**config.mk**
```make
export PLATFORM = sky130hd
export DESIGN_NAME = lvr_router
export DESIGN_NICKNAME = d
export VERILOG_FILES = /design/src/pkg/lvr_pkg.sv /design/src/core/lvr_mem_decode.sv /design/src/core/lvr_io_decode.sv /design/src/core/lvr_router.sv
export VERILOG_INCLUDE_DIRS = /design/src /design/src/pkg
export SDC_FILE = /design/constraint.sdc
export NUM_CORES = 1
export LEC_CHECK = 0
export ABC_AREA = 1
export BUFFER_PORTS_ARGS = -buffer_cell sky130_fd_sc_hd__buf_2
export CORE_MARGIN = 3
export CORE_UTILIZATION = 35
export CTS_CLUSTER_SIZE = 10
export DETAILED_ROUTE_END_ITERATION = 10
export SYNTH_ARGS = -nofsm -noshare
export SYNTH_HDL_FRONTEND = slang
export SYNTH_SLANG_ARGS = --single-unit
```
**constraint.sdc**
```tcl
create_clock -name pclk -period 4.95 [get_ports pclk]
set_clock_uncertainty 0.2 [all_clocks]
set_input_delay 0.99 -clock pclk [delete_from_list [all_inputs] [get_ports pclk]]
set_output_delay 0.99 -clock pclk [all_outputs]
set_load 0.03 [all_outputs]
```
**src/pkg/lvr_defines.svh**
```systemverilog
// register offsets, field positions, reset values and decode ranges of the vga router
`ifndef LVR_DEFINES_SVH
`define LVR_DEFINES_SVH

`define LVR_OFS_CTRL      8'h00
`define LVR_OFS_STATUS    8'h04
`define LVR_OFS_CNT_GFX   8'h08
`define LVR_OFS_CNT_AGP   8'h0c
`define LVR_OFS_CNT_HUB   8'h10

`define LVR_CTRL_RST      32'h0000_0000
`define LVR_CNT_RST       16'h0000
`define LVR_CTRL_GFX_EN   0
`define LVR_CTRL_VGA_DIS  1
`define LVR_CTRL_GFX_MEM  2
`define LVR_CTRL_GFX_IO   3
`define LVR_CTRL_PWR_LO   4
`define LVR_CTRL_MSR0     6
`define LVR_CTRL_MSR1     7
`define LVR_CTRL_MAP_LO   8
`define LVR_CTRL_BR_MEM   10
`define LVR_CTRL_BR_IO    11
`define LVR_CTRL_VGA_EN   12
`define LVR_CTRL_MONO_ADAPTER_PRESENT     13
`define LVR_CTRL_ISA_EN   14
`define LVR_CTRL_MASK     32'h0000_7fff

`define LVR_STAT_ILLEGAL  8
`define LVR_SUBCODE_VGA   8'h00
`define LVR_SUBCODE_OTHER 8'h80

`define LVR_MEM_VGA_LO    20'ha0000
`define LVR_MEM_A_HI      20'haffff
`define LVR_MEM_MDA_LO    20'hb0000
`define LVR_MEM_MDA_HI    20'hb7fff
`define LVR_MEM_B8_LO     20'hb8000
`define LVR_MEM_VGA_HI    20'hbffff

`define LVR_IO_3B_LO      10'h3b0
`define LVR_IO_3B_HI      10'h3bb
`define LVR_IO_3BC        10'h3bc
`define LVR_IO_3BF        10'h3bf
`define LVR_IO_3C_LO      10'h3c0
`define LVR_IO_3C_HI      10'h3cf
`define LVR_IO_3D_LO      10'h3d0
`define LVR_IO_3D_HI      10'h3df

`endif

```
**src/pkg/lvr_pkg.sv**
```systemverilog
// types and shared range helper of the vga router
package lvr_pkg;
   typedef enum logic [1:0]
   {
      LVR_PWR_D0 = 2'b00,
      LVR_PWR_D1 = 2'b01,
      LVR_PWR_D2 = 2'b10,
      LVR_PWR_D3 = 2'b11
   } lvr_pwr_t;

   typedef logic [1:0] lvr_map_t;

   function automatic logic in_range(input logic [19:0] a, input logic [19:0] lo,
                                     input logic [19:0] hi);
      in_range = (a >= lo) && (a <= hi);
   endfunction
endpackage

```
**src/core/lvr_mem_decode.sv**
```systemverilog
// legacy vga memory window decode
`timescale 1ns/1ps
`include "lvr_defines.svh"
module lvr_mem_decode
(
   input  wire logic            [19:0] addr,
   input  wire logic                   gfx_qual,
   input  wire lvr_pkg::lvr_map_t      map_sel,
   input  wire logic                   bridge_en,
   input  wire logic                   vga_enable,
   input  wire logic                   mono_adapter_present,
   output logic                        hit,
   output logic                        to_gfx,
   output logic                        to_agp,
   output logic                        to_hub,
   output logic                        illegal
);
   logic in_a;
   logic in_mda;
   logic in_b8;
   logic claim;

   always_comb
   begin
      in_a    = lvr_pkg::in_range(addr, `LVR_MEM_VGA_LO, `LVR_MEM_A_HI);
      in_mda  = lvr_pkg::in_range(addr, `LVR_MEM_MDA_LO, `LVR_MEM_MDA_HI);
      in_b8   = lvr_pkg::in_range(addr, `LVR_MEM_B8_LO, `LVR_MEM_VGA_HI);
      hit     = in_a || in_mda || in_b8;
      claim   = gfx_qual && ((map_sel == 2'h0) || (map_sel == 2'h1 && in_a) ||
                (map_sel == 2'h2 && in_mda) || (map_sel == 2'h3 && in_b8));
      to_gfx  = 1'b0;
      to_agp  = 1'b0;
      to_hub  = 1'b0;
      illegal = 1'b0;
      if (hit && claim)
      begin
         to_gfx = 1'b1;
      end
      else if (hit && bridge_en)
      begin
         to_agp  = vga_enable && !(mono_adapter_present && in_mda);
         to_hub  = !to_agp;
         illegal = !vga_enable && mono_adapter_present;
      end
      else if (hit)
      begin
         to_hub = 1'b1;
      end
   end
endmodule // lvr_mem_decode

```
**src/core/lvr_io_decode.sv**
```systemverilog
// legacy vga and mda i/o port decode, ten-bit aliased
`timescale 1ns/1ps
`include "lvr_defines.svh"
module lvr_io_decode
(
   input  wire logic [9:0] port,
   input  wire logic       gfx_qual,
   input  wire logic       misc_output_bit_zero,
   input  wire logic       bridge_en,
   input  wire logic       vga_enable,
   input  wire logic       mono_adapter_present,
   input  wire logic       isa_enable,
   output logic            hit,
   output logic            to_gfx,
   output logic            to_agp,
   output logic            to_hub,
   output logic            illegal
);
   logic [19:0] p;
   logic        r3b;
   logic        r3bc;
   logic        r3c;
   logic        r3d;
   logic        mda;
   logic        vga_port;

   always_comb
   begin
      p        = {10'h000, port};
      r3b      = lvr_pkg::in_range(p, {10'h000, `LVR_IO_3B_LO}, {10'h000, `LVR_IO_3B_HI});
      r3bc     = lvr_pkg::in_range(p, {10'h000, `LVR_IO_3BC}, {10'h000, `LVR_IO_3BF});
      r3c      = lvr_pkg::in_range(p, {10'h000, `LVR_IO_3C_LO}, {10'h000, `LVR_IO_3C_HI});
      r3d      = lvr_pkg::in_range(p, {10'h000, `LVR_IO_3D_LO}, {10'h000, `LVR_IO_3D_HI});
      mda      = (port == 10'h3b4) || (port == 10'h3b5) || (port == 10'h3b8) ||
                 (port == 10'h3b9) || (port == 10'h3ba) || (port == `LVR_IO_3BF);
      vga_port = r3b || r3c || r3d;
      hit      = vga_port || r3bc;
      to_gfx   = 1'b0;
      to_agp   = 1'b0;
      to_hub   = 1'b0;
      illegal  = 1'b0;
      if (hit && gfx_qual && (r3c || (misc_output_bit_zero ? r3d : r3b)))
      begin
         to_gfx = 1'b1;
      end
      else if (hit && bridge_en)
      begin
         illegal = !vga_enable && mono_adapter_present;
         if (!vga_enable)
            to_agp = !mono_adapter_present && r3bc && !isa_enable;
         else
            to_agp = vga_port && !(mono_adapter_present && mda);
         to_hub = !to_agp;
      end
      else if (hit)
      begin
         to_hub = 1'b1;
      end
   end
endmodule // lvr_io_decode

```
**src/core/lvr_router.sv**
```systemverilog
// legacy vga/mda cycle router with apb control, status and route counters
//
// Local design decisions: the APB interface to the registers and the address map.
`timescale 1ns/1ps
`include "lvr_defines.svh"
// Notes on behaviour
// - graphics function wins over agp bridge, bridge wins over hub interface.
// - graphics takes memory only if enabled, vga on, memory on, D0, misc bit one.
// - map select 00 claims all windows, 01 a0000, 10 b0000, 11 b8000.
// - without graphics, legacy memory decode needs bridge memory enable; vga and mda windows.
// - memory: 00 hub, 10 agp, 11 mda hub rest agp, 01 illegal.
// - bridge access enable clear sends the vga cycle to the hub interface.
// - graphics takes i/o only if enabled, vga on, i/o on, and D0.
// - graphics claims 3cx; misc bit zero low adds 3b0-3bb, high adds 3dx.
// - legacy i/o: 3b0-3bb and 3c0-3df vga, six listed mda ports.
// - i/o 00 goes to hub, 3bc-3bf to agp when isa enable clear.
// - i/o 10 sends vga ports to agp, others to hub; 01 illegal.
// - i/o 11 sends vga to agp, mda and 3bc-3be to hub.
// - vga disable stops all graphics claims; subclass reads 80h instead of 00h.
module lvr_router
#(
   parameter int ADDR_W  = 32,
   parameter int PADDR_W = 12
)
(
   input  wire logic               pclk,
   input  wire logic               presetn,
   input  wire logic               psel,
   input  wire logic               penable,
   input  wire logic               pwrite,
   input  wire logic [PADDR_W-1:0] paddr,
   input  wire logic [31:0]        pwdata,
   output logic      [31:0]        prdata,
   output logic                    pready,
   output logic                    pslverr,
   input  wire logic               cyc_valid,
   input  wire logic               cyc_io,
   input  wire logic [ADDR_W-1:0]  cyc_addr,
   output logic                    route_valid,
   output logic                    route_gfx,
   output logic                    route_agp,
   output logic                    route_hub
);
   initial
   begin
      if (ADDR_W < 20 || ADDR_W > 64)
         $error("lvr_router: ADDR_W must lie in 20..64");
      if (PADDR_W < 8 || PADDR_W > 32)
         $error("lvr_router: PADDR_W must lie in 8..32");
   end

   function automatic logic reg_hit(input logic [PADDR_W-1:0] a, input logic [7:0] ofs);
      reg_hit = (a[7:0] == ofs) && ((a >> 8) == '0);
   endfunction

   logic [31:0] ctrl;
   logic        illegal_seen;
   logic [15:0] cnt_gfx;
   logic [15:0] cnt_agp;
   logic [15:0] cnt_hub;

   logic        graphics_enable_bit;
   logic        graphics_vga_disable;
   logic        gfx_mem_en;
   logic        gfx_io_en;
   logic        gfx_in_d0;
   logic        misc_output_bit_zero;
   logic        misc_output_bit_one;
   logic        bridge_mem_en;
   logic        bridge_io_en;
   logic        vga_enable;
   logic        mono_adapter_present;
   logic        isa_enable;
   lvr_pkg::lvr_map_t graphics_memory_map_select;
   logic [7:0]  class_subcode;

   logic        gfx_mem_qual;
   logic        gfx_io_qual;
   logic        below_1m;
   logic        mem_hit;
   logic        mem_gfx;
   logic        mem_agp;
   logic        mem_hub;
   logic        mem_bad;
   logic        io_hit;
   logic        io_gfx;
   logic        io_agp;
   logic        io_hub;
   logic        io_bad;
   logic        next_gfx;
   logic        next_agp;
   logic        next_hub;
   logic        next_bad;

   logic        acc_wr;
   logic        acc_rd_setup;
   logic        sel_ctrl;
   logic        sel_stat;
   logic        sel_cg;
   logic        sel_ca;
   logic        sel_ch;
   logic        mapped;

   always_comb
   begin
      graphics_enable_bit        = ctrl[`LVR_CTRL_GFX_EN];
      graphics_vga_disable       = ctrl[`LVR_CTRL_VGA_DIS];
      gfx_mem_en                 = ctrl[`LVR_CTRL_GFX_MEM];
      gfx_io_en                  = ctrl[`LVR_CTRL_GFX_IO];
      gfx_in_d0                  = ctrl[`LVR_CTRL_PWR_LO +: 2] == lvr_pkg::LVR_PWR_D0;
      misc_output_bit_zero       = ctrl[`LVR_CTRL_MSR0];
      misc_output_bit_one        = ctrl[`LVR_CTRL_MSR1];
      graphics_memory_map_select = ctrl[`LVR_CTRL_MAP_LO +: 2];
      bridge_mem_en              = ctrl[`LVR_CTRL_BR_MEM];
      bridge_io_en               = ctrl[`LVR_CTRL_BR_IO];
      vga_enable                 = ctrl[`LVR_CTRL_VGA_EN];
      mono_adapter_present       = ctrl[`LVR_CTRL_MONO_ADAPTER_PRESENT];
      isa_enable                 = ctrl[`LVR_CTRL_ISA_EN];
   end

   assign gfx_mem_qual = graphics_enable_bit && !graphics_vga_disable && gfx_mem_en &&
                         gfx_in_d0 && misc_output_bit_one;
   assign gfx_io_qual  = graphics_enable_bit && !graphics_vga_disable && gfx_io_en &&
                         gfx_in_d0;
   assign class_subcode = graphics_vga_disable ? `LVR_SUBCODE_OTHER : `LVR_SUBCODE_VGA;
   assign below_1m      = (cyc_addr >> 20) == '0;

   lvr_mem_decode u_mem
   (
      .addr                 (cyc_addr[19:0]),
      .gfx_qual             (gfx_mem_qual),
      .map_sel              (graphics_memory_map_select),
      .bridge_en            (bridge_mem_en),
      .vga_enable           (vga_enable),
      .mono_adapter_present (mono_adapter_present),
      .hit                  (mem_hit),
      .to_gfx               (mem_gfx),
      .to_agp               (mem_agp),
      .to_hub               (mem_hub),
      .illegal              (mem_bad)
   );

   lvr_io_decode u_io
   (
      .port                 (cyc_addr[9:0]),
      .gfx_qual             (gfx_io_qual),
      .misc_output_bit_zero (misc_output_bit_zero),
      .bridge_en            (bridge_io_en),
      .vga_enable           (vga_enable),
      .mono_adapter_present (mono_adapter_present),
      .isa_enable           (isa_enable),
      .hit                  (io_hit),
      .to_gfx               (io_gfx),
      .to_agp               (io_agp),
      .to_hub               (io_hub),
      .illegal              (io_bad)
   );

   // one destination per cycle, priority order
   always_comb
   begin
      next_gfx = 1'b0;
      next_agp = 1'b0;
      next_hub = 1'b0;
      next_bad = 1'b0;
      if (cyc_valid && cyc_io && io_hit)
      begin
         next_gfx = io_gfx;
         next_agp = io_agp && !io_gfx;
         next_hub = io_hub && !io_gfx && !io_agp;
         next_bad = io_bad;
      end
      else if (cyc_valid && !cyc_io && below_1m && mem_hit)
      begin
         next_gfx = mem_gfx;
         next_agp = mem_agp && !mem_gfx;
         next_hub = mem_hub && !mem_gfx && !mem_agp;
         next_bad = mem_bad;
      end
   end

   always_ff @(posedge pclk or negedge presetn)
   begin
      if (!presetn)
      begin
         route_valid <= 1'b0;
         route_gfx   <= 1'b0;
         route_agp   <= 1'b0;
         route_hub   <= 1'b0;
      end
      else
      begin
         route_valid <= cyc_valid;
         route_gfx   <= next_gfx;
         route_agp   <= next_agp;
         route_hub   <= next_hub;
      end
   end

   // apb slave, zero wait states
   assign acc_wr       = psel && penable && pwrite;
   assign acc_rd_setup = psel && !penable && !pwrite;
   assign sel_ctrl     = reg_hit(paddr, `LVR_OFS_CTRL);
   assign sel_stat     = reg_hit(paddr, `LVR_OFS_STATUS);
   assign sel_cg       = reg_hit(paddr, `LVR_OFS_CNT_GFX);
   assign sel_ca       = reg_hit(paddr, `LVR_OFS_CNT_AGP);
   assign sel_ch       = reg_hit(paddr, `LVR_OFS_CNT_HUB);
   assign mapped       = sel_ctrl || sel_stat || sel_cg || sel_ca || sel_ch;
   assign pready       = 1'b1;
   assign pslverr      = psel && penable && !mapped;

   always_ff @(posedge pclk or negedge presetn)
   begin
      if (!presetn)
         ctrl <= `LVR_CTRL_RST;
      else if (acc_wr && sel_ctrl)
         ctrl <= pwdata & `LVR_CTRL_MASK;
   end

   // sticky illegal setting seen; a new event wins over the clear
   always_ff @(posedge pclk or negedge presetn)
   begin
      if (!presetn)
         illegal_seen <= 1'b0;
      else if (next_bad)
         illegal_seen <= 1'b1;
      else if (acc_wr && sel_stat && pwdata[`LVR_STAT_ILLEGAL])
         illegal_seen <= 1'b0;
   end

   // route counters; a write to their own offset restarts them, counting a route of that same cycle
   always_ff @(posedge pclk or negedge presetn)
   begin
      if (!presetn)
      begin
         cnt_gfx <= `LVR_CNT_RST;
         cnt_agp <= `LVR_CNT_RST;
         cnt_hub <= `LVR_CNT_RST;
      end
      else
      begin
         if (acc_wr && sel_cg)
            cnt_gfx <= {15'h0000, next_gfx};
         else
            cnt_gfx <= cnt_gfx + {15'h0000, next_gfx};
         if (acc_wr && sel_ca)
            cnt_agp <= {15'h0000, next_agp};
         else
            cnt_agp <= cnt_agp + {15'h0000, next_agp};
         if (acc_wr && sel_ch)
            cnt_hub <= {15'h0000, next_hub};
         else
            cnt_hub <= cnt_hub + {15'h0000, next_hub};
      end
   end

   // read data captured in the setup phase
   always_ff @(posedge pclk or negedge presetn)
   begin
      if (!presetn)
         prdata <= 32'h0000_0000;
      else if (acc_rd_setup)
      begin
         if (sel_ctrl)
            prdata <= ctrl;
         else if (sel_stat)
            prdata <= {23'h000000, illegal_seen, class_subcode};
         else if (sel_cg)
            prdata <= {16'h0000, cnt_gfx};
         else if (sel_ca)
            prdata <= {16'h0000, cnt_agp};
         else if (sel_ch)
            prdata <= {16'h0000, cnt_hub};
         else
            prdata <= 32'h0000_0000;
      end
   end

   a_single_dest: assert property (@(posedge pclk) disable iff (!presetn)
      route_valid |-> !(route_gfx && route_agp) && !(route_gfx && route_hub) &&
                      !(route_agp && route_hub))
      else $error("more than one destination for one cycle");

   a_mem_gfx_qual: assert property (@(posedge pclk) disable iff (!presetn)
      cyc_valid && !cyc_io && !gfx_mem_qual |=> !route_gfx)
      else $error("graphics took memory without qualification");

   a_map_window: assert property (@(posedge pclk) disable iff (!presetn)
      cyc_valid && !cyc_io && below_1m && gfx_mem_qual &&
      graphics_memory_map_select == 2'h1 && cyc_addr[19:16] == 4'hb |=> !route_gfx)
      else $error("map select 01 claimed a b window");

   // vga enable alone sends memory to agp
   a_mem_agp: assert property (@(posedge pclk) disable iff (!presetn)
      cyc_valid && !cyc_io && below_1m && mem_hit && !gfx_mem_qual && bridge_mem_en &&
      vga_enable && !mono_adapter_present |=> route_agp && !route_hub)
      else $error("vga memory not routed to agp");

   // bridge enable clear defaults to hub
   a_default_hub: assert property (@(posedge pclk) disable iff (!presetn)
      cyc_valid && !cyc_io && below_1m && mem_hit && !gfx_mem_qual && !bridge_mem_en
      |=> route_hub && !route_agp)
      else $error("disabled bridge did not default to hub");

   a_io_gfx_qual: assert property (@(posedge pclk) disable iff (!presetn)
      cyc_valid && cyc_io && !gfx_io_qual |=> !route_gfx)
      else $error("graphics took i/o without qualification");

   a_io_3cx: assert property (@(posedge pclk) disable iff (!presetn)
      cyc_valid && cyc_io && gfx_io_qual && cyc_addr[9:4] == 6'h3c |=> route_gfx)
      else $error("3cx not claimed by graphics");

   // isa enable clear sends 3bc-3bf to agp
   a_io_isa_agp: assert property (@(posedge pclk) disable iff (!presetn)
      cyc_valid && cyc_io && !gfx_io_qual && bridge_io_en && !vga_enable &&
      !mono_adapter_present && !isa_enable && cyc_addr[9:2] == 8'hef |=> route_agp)
      else $error("3bc-3bf not sent to agp");

   // mda port to hub with both set
   a_io_mda_hub: assert property (@(posedge pclk) disable iff (!presetn)
      cyc_valid && cyc_io && !gfx_io_qual && bridge_io_en && vga_enable &&
      mono_adapter_present && cyc_addr[9:0] == 10'h3b4 |=> route_hub && !route_agp)
      else $error("mda port not sent to hub");

   a_subcode: assert property (@(posedge pclk) disable iff (!presetn)
      psel && penable && !pwrite && sel_stat |->
      prdata[7:0] == (graphics_vga_disable ? 8'h80 : 8'h00))
      else $error("class subcode does not follow vga disable");

   a_illegal_hub: assert property (@(posedge pclk) disable iff (!presetn)
      cyc_valid && next_bad |=> !route_agp && route_hub && illegal_seen)
      else $error("illegal setting mishandled");
endmodule // lvr_router

```
==> reports/qor_table.md <==
| Group | Item | Value |
|:---|:---|:---|
| power | Cell Pwr Density | 264 nW/um^2 |
| die | Initial Util | 36.5% |
| grt | Pin count of the biggest net entering global routing | 51 |
| clock network | H-Tree Depth | 3 |
| clock network | Resize count post-CTS | 0 |
| routing | Number of vias in the routed layout | 4,843 |
| layout | Area of all placed cells without fillers | 5990 sq um |
| worst setup path | Worst path arrival time | 3.83 ns |
| layout | Synthesis-to-finish area growth | 15.8% |
| grt | Total global routing track utilization | 18.0% |
| die | Vertical die dimension | 128 um |
| sta | Setup repair after global routing missed its margin | no |
| placed design | Half-perimeter wire length after detailed placement | 11,100 um |
| sta | Final worst path period need | 3.75 ns |
| power | Largest voltage drop on the vdd net | 0.000194 V |
| clock network | Number of buffers on the longest clock path | 2 |
| clock network | Skew-Pair Late Insertion Delay | 0.35 ns |
| routing | Vias per inst | 4.98 |
| power | Leakage power summed over all cells | 3.22 nW |
| die | Die area | 16,300 sq um |
| sta | Max-slew violation count | 0 |
| logic synthesis | Sequential element share of the synthesized area | 40.6% |
| logic synthesis | Cells after synthesis | 704 |
| worst setup path | Worst path required time | 5.03 ns |
| logic synthesis | Number of warning messages in the yosys log | 0 |
| min path | HP Class | reg2reg |
| placed design | Final weighted congestion in routability-driven placement | 0.904 |
| layout | Fraction of layout cells with a size suffix above 1 | 17.4% |
| die | I/O pin count | 121 |
| worst setup path | Kind of end point of the critical path | flop |
| flow run | Count of maximum capacitance violations | 0 |
| worst setup path | Kind of cell with the highest combined delay on the critical path | simple AND/OR/NAND/NOR gates |
| sta | Total Negative Setup Slacks | 0 ns |
| logic synthesis | Netlist area before placement | 5170 sq um |
| clock network | Buffer cell driving the clock tree root | sky130_fd_sc_hd__clkbuf_16 |
| grt | Global route total overflow | 0 |
| sta | Max-slew headroom at the worst pin | 38.9% |
| layout | Count of inserted antenna diode cells | 0 |
| status | Run status | finished, final reports clean |
| sta | Number of hold violations in the final report | 0 |
| clock network | Count of hold-fix buffers inserted at cts | 0 |
| layout | Final core utilization | 42.3% |
| power | Proportion of power drawn by flip-flops and latches | 46.1% |
| clock network | Number of clock sinks | 84 |
| power | Switching power of the nets | 0.000422 W |
| sta | Worst Tran Pin Value | 0.911 ns |
| worst setup path | Type of the worst setup path | in2reg |
| power | Part of the total power dissipated in combinational logic | 11.5% |
| routing | Drt initial violations | 403 |
| clock network | Clk pin slew, worst setup/hold paths | 0.06 ns |
| clock network | Number of buffers created by CTS | 9 |
| routing | Wirelength per Cell | 14.6 um |
| worst setup path | CP Cell Sequence | buf_2 -> nand2_1 -> nor2_1 -> nand3_1 -> nand3_1 -> nand2_1 -> a21oi_2 -> nand3_1 -> o21ai_0 -> ha_1 -> ha_1 -> nand3_2 -> nor2_4 -> nand2_2 -> nor2_4 -> nand3_2 -> nor3_2 -> nand2_1 -> nand2_1 -> nand2_1 -> nor2_1 |
| grt | Number of global-route vias before repair | 4,528 |
| power | Sw Share | 26.7% |
| worst setup path | Max stage delay cell, worst path | sky130_fd_sc_hd__ha_1 |
| routing | Routed wire length | 14,200 um |
| clock network | Number of buffers inserted by post-CTS setup repair | 0 |
| power | Share of power burned in the clock network | 42.4% |
| worst setup path | Worst path bufs/invs | 1 |
| power | Internal power consumption | 0.00116 W |
| routing | Remaining antenna violation count | 0 |
| logic synthesis | Number of storage elements in the synthesis netlist | 84 |
| die | Number of rows in the core area | 43 |
| worst setup path | Crit-path max FO | 5 |
| grt | Wire length of the first global-routing pass | 22,900 um |
| sta | Tcrit/Tclk final | 75.8% |
| sta | Finish-stage setup viols | 0 |
| worst setup path | CP startpoint kind | input port |
| placed design | Count of port buffers added during placement | 81 |
| worst setup path | Most frequent cell on the critical path | sky130_fd_sc_hd__nand2_1 |
| sta | Highest clock rate | 0.267 GHz |
| routing | Number of iterations in the first detailed-routing pass | 6 |
| logic synthesis | Library cells used by synthesis | 43 |
| layout | Final layout net count | 877 |
| clock network | Clock tree from TritonCTS | done |
| die | Die span in x | 128 um |
| die | Core region area | 14,100 sq um |
| placed design | Area of placed instances | 5700 sq um |
| sta | Worst hold slack | 0.278 ns |
| worst setup path | Worst stage delay on the critical path | 0.29 ns |
| routing | Count of unresolved DRC violations after routing | 0 |
| logic synthesis | Mean instance size in the synthesized netlist | 7.35 sq um |
| grt | Number of antenna violations at the first check in global routing | 0 |
## kinds of logic after synthesis
family                   Yosys count  share of synthesized area, %
AO/OA/AOI/OAI                     83                          8.81
buffers and inverters            136                          11.4
flip-flops                        84                          40.6
adder cells (fa/ha/maj)            6                          1.45
other                              2                         0.145
multiplexers                       4                          1.16
AND/OR/NAND/NOR                  380                          34.8
XOR/XNOR                           9                          1.52
## power by group through the flow
stage	clock network, W	registers (W)	logic (W)
2_1_floorplan	0	0.000770	0.0000875
3_3_place_gp	0	0.000742	0.000183
3_5_place_dp	0	0.000742	0.000185
4_1_cts	0.000684	0.000730	0.000185
5_1_grt	0.000711	0.000732	0.000204
6_report	0.000670	0.000729	0.000182
## tightest hold or removal path, cell delays in order (launching register included)
cell and delay (ns):
sky130_fd_sc_hd__dfrtp_1 0.34, sky130_fd_sc_hd__nand2_1 0.05, sky130_fd_sc_hd__nand2_1 0.06
## per-layer routing
layer / vias up / routed length (um) / GRT usage, %
met1: 2232 / 6380 / 25.2
met5: - / 0 / 0
met3: 21 / 1160 / 4.31
met2: 173 / 6350 / 27.4
li1: 2417 / - / -
met4: 0 / 308 / 6.18
## metrics by stage
stage | power [W] | instances | setup WS, ns
floorplan | 0.000857 | 719 | 1.23
global placement | 0.000924 | 957 | 0.910
detailed placement | 0.000926 | 957 | 0.896
CTS | 0.00160 | 973 | 1.26
global route | 0.00165 | 973 | 0.861
finish | 0.00158 | 973 | 1.20
## registers in the layout (all words and copies together), names as in the netlist
signal / count
cnt_hub: 16
route_agp: 1
ctrl: 15
route_gfx: 1
prdata: 16
cnt_agp: 16
route_valid: 1
cnt_gfx: 16
route_hub: 1
illegal_seen: 1
## path summary, 6_finish.rpt
check	from	end	slack, ns	depth (start not counted)
worst max-delay path	cyc_addr[8]	cnt_agp[12]	1.20	21
worst min-delay path	prdata[2]	prdata[2]	0.28	2
worst max register to register	ctrl[1]	cnt_gfx[10]	1.80	16
worst min register to register	prdata[2]	prdata[2]	0.28	2
max in group asynchronous	presetn	ctrl[6]	3.13	2
min in group asynchronous	presetn	cnt_gfx[8]	0.47	1
## cell usage after synthesis, drive strengths merged
cell type | n | area [sq um]
a21boi | 1 | 7.51
a21oi | 35 | 179
a31oi | 3 | 18.8
and3 | 1 | 6.26
buf | 22 | 161
clkbuf | 2 | 7.51
clkinv | 2 | 8.75
conb | 2 | 7.51
dfrtp | 84 | 2100
ha | 6 | 75.1
inv | 110 | 413
mux2 | 4 | 60.1
nand2 | 138 | 536
nand3 | 55 | 300
nand3b | 7 | 52.6
nand4 | 20 | 125
nor2 | 113 | 498
nor3 | 37 | 221
nor3b | 1 | 12.5
nor4 | 6 | 37.5
o2111ai | 3 | 26.3
o211ai | 2 | 15.0
o21a | 1 | 7.51
o21ai | 30 | 150
o21bai | 1 | 7.51
o22ai | 7 | 43.8
or2 | 2 | 12.5
xnor2 | 1 | 8.76
xor2 | 8 | 70.1
## cells in the final DEF (no fill, tap or decap), types with 8 or more instances in the layout
master	instances
sky130_fd_sc_hd__nor3_1	31
sky130_fd_sc_hd__clkbuf_16	9
sky130_fd_sc_hd__nand3_1	50
sky130_fd_sc_hd__conb_1	17
sky130_fd_sc_hd__buf_2	80
sky130_fd_sc_hd__nand4_1	20
sky130_fd_sc_hd__xor2_1	8
sky130_fd_sc_hd__o21ai_0	21
sky130_fd_sc_hd__dfrtp_1	84
sky130_fd_sc_hd__o21ai_1	9
sky130_fd_sc_hd__nand2_1	133
sky130_fd_sc_hd__a21oi_1	34
sky130_fd_sc_hd__nor2_2	8
sky130_fd_sc_hd__nor2_1	99
sky130_fd_sc_hd__inv_1	106
## layout make-up
type | instances | area (sq um)
flip-flops and latches | 84 | 2100
clock inverters | 4 | 50.0
inverters | 112 | 422
multi-input cells | 499 | 2530
clock buffers | 12 | 236
repair buffers | 82 | 415
fillers | 1481 | 8160
well taps | 180 | 225
(Power assumes the default switching activity.)
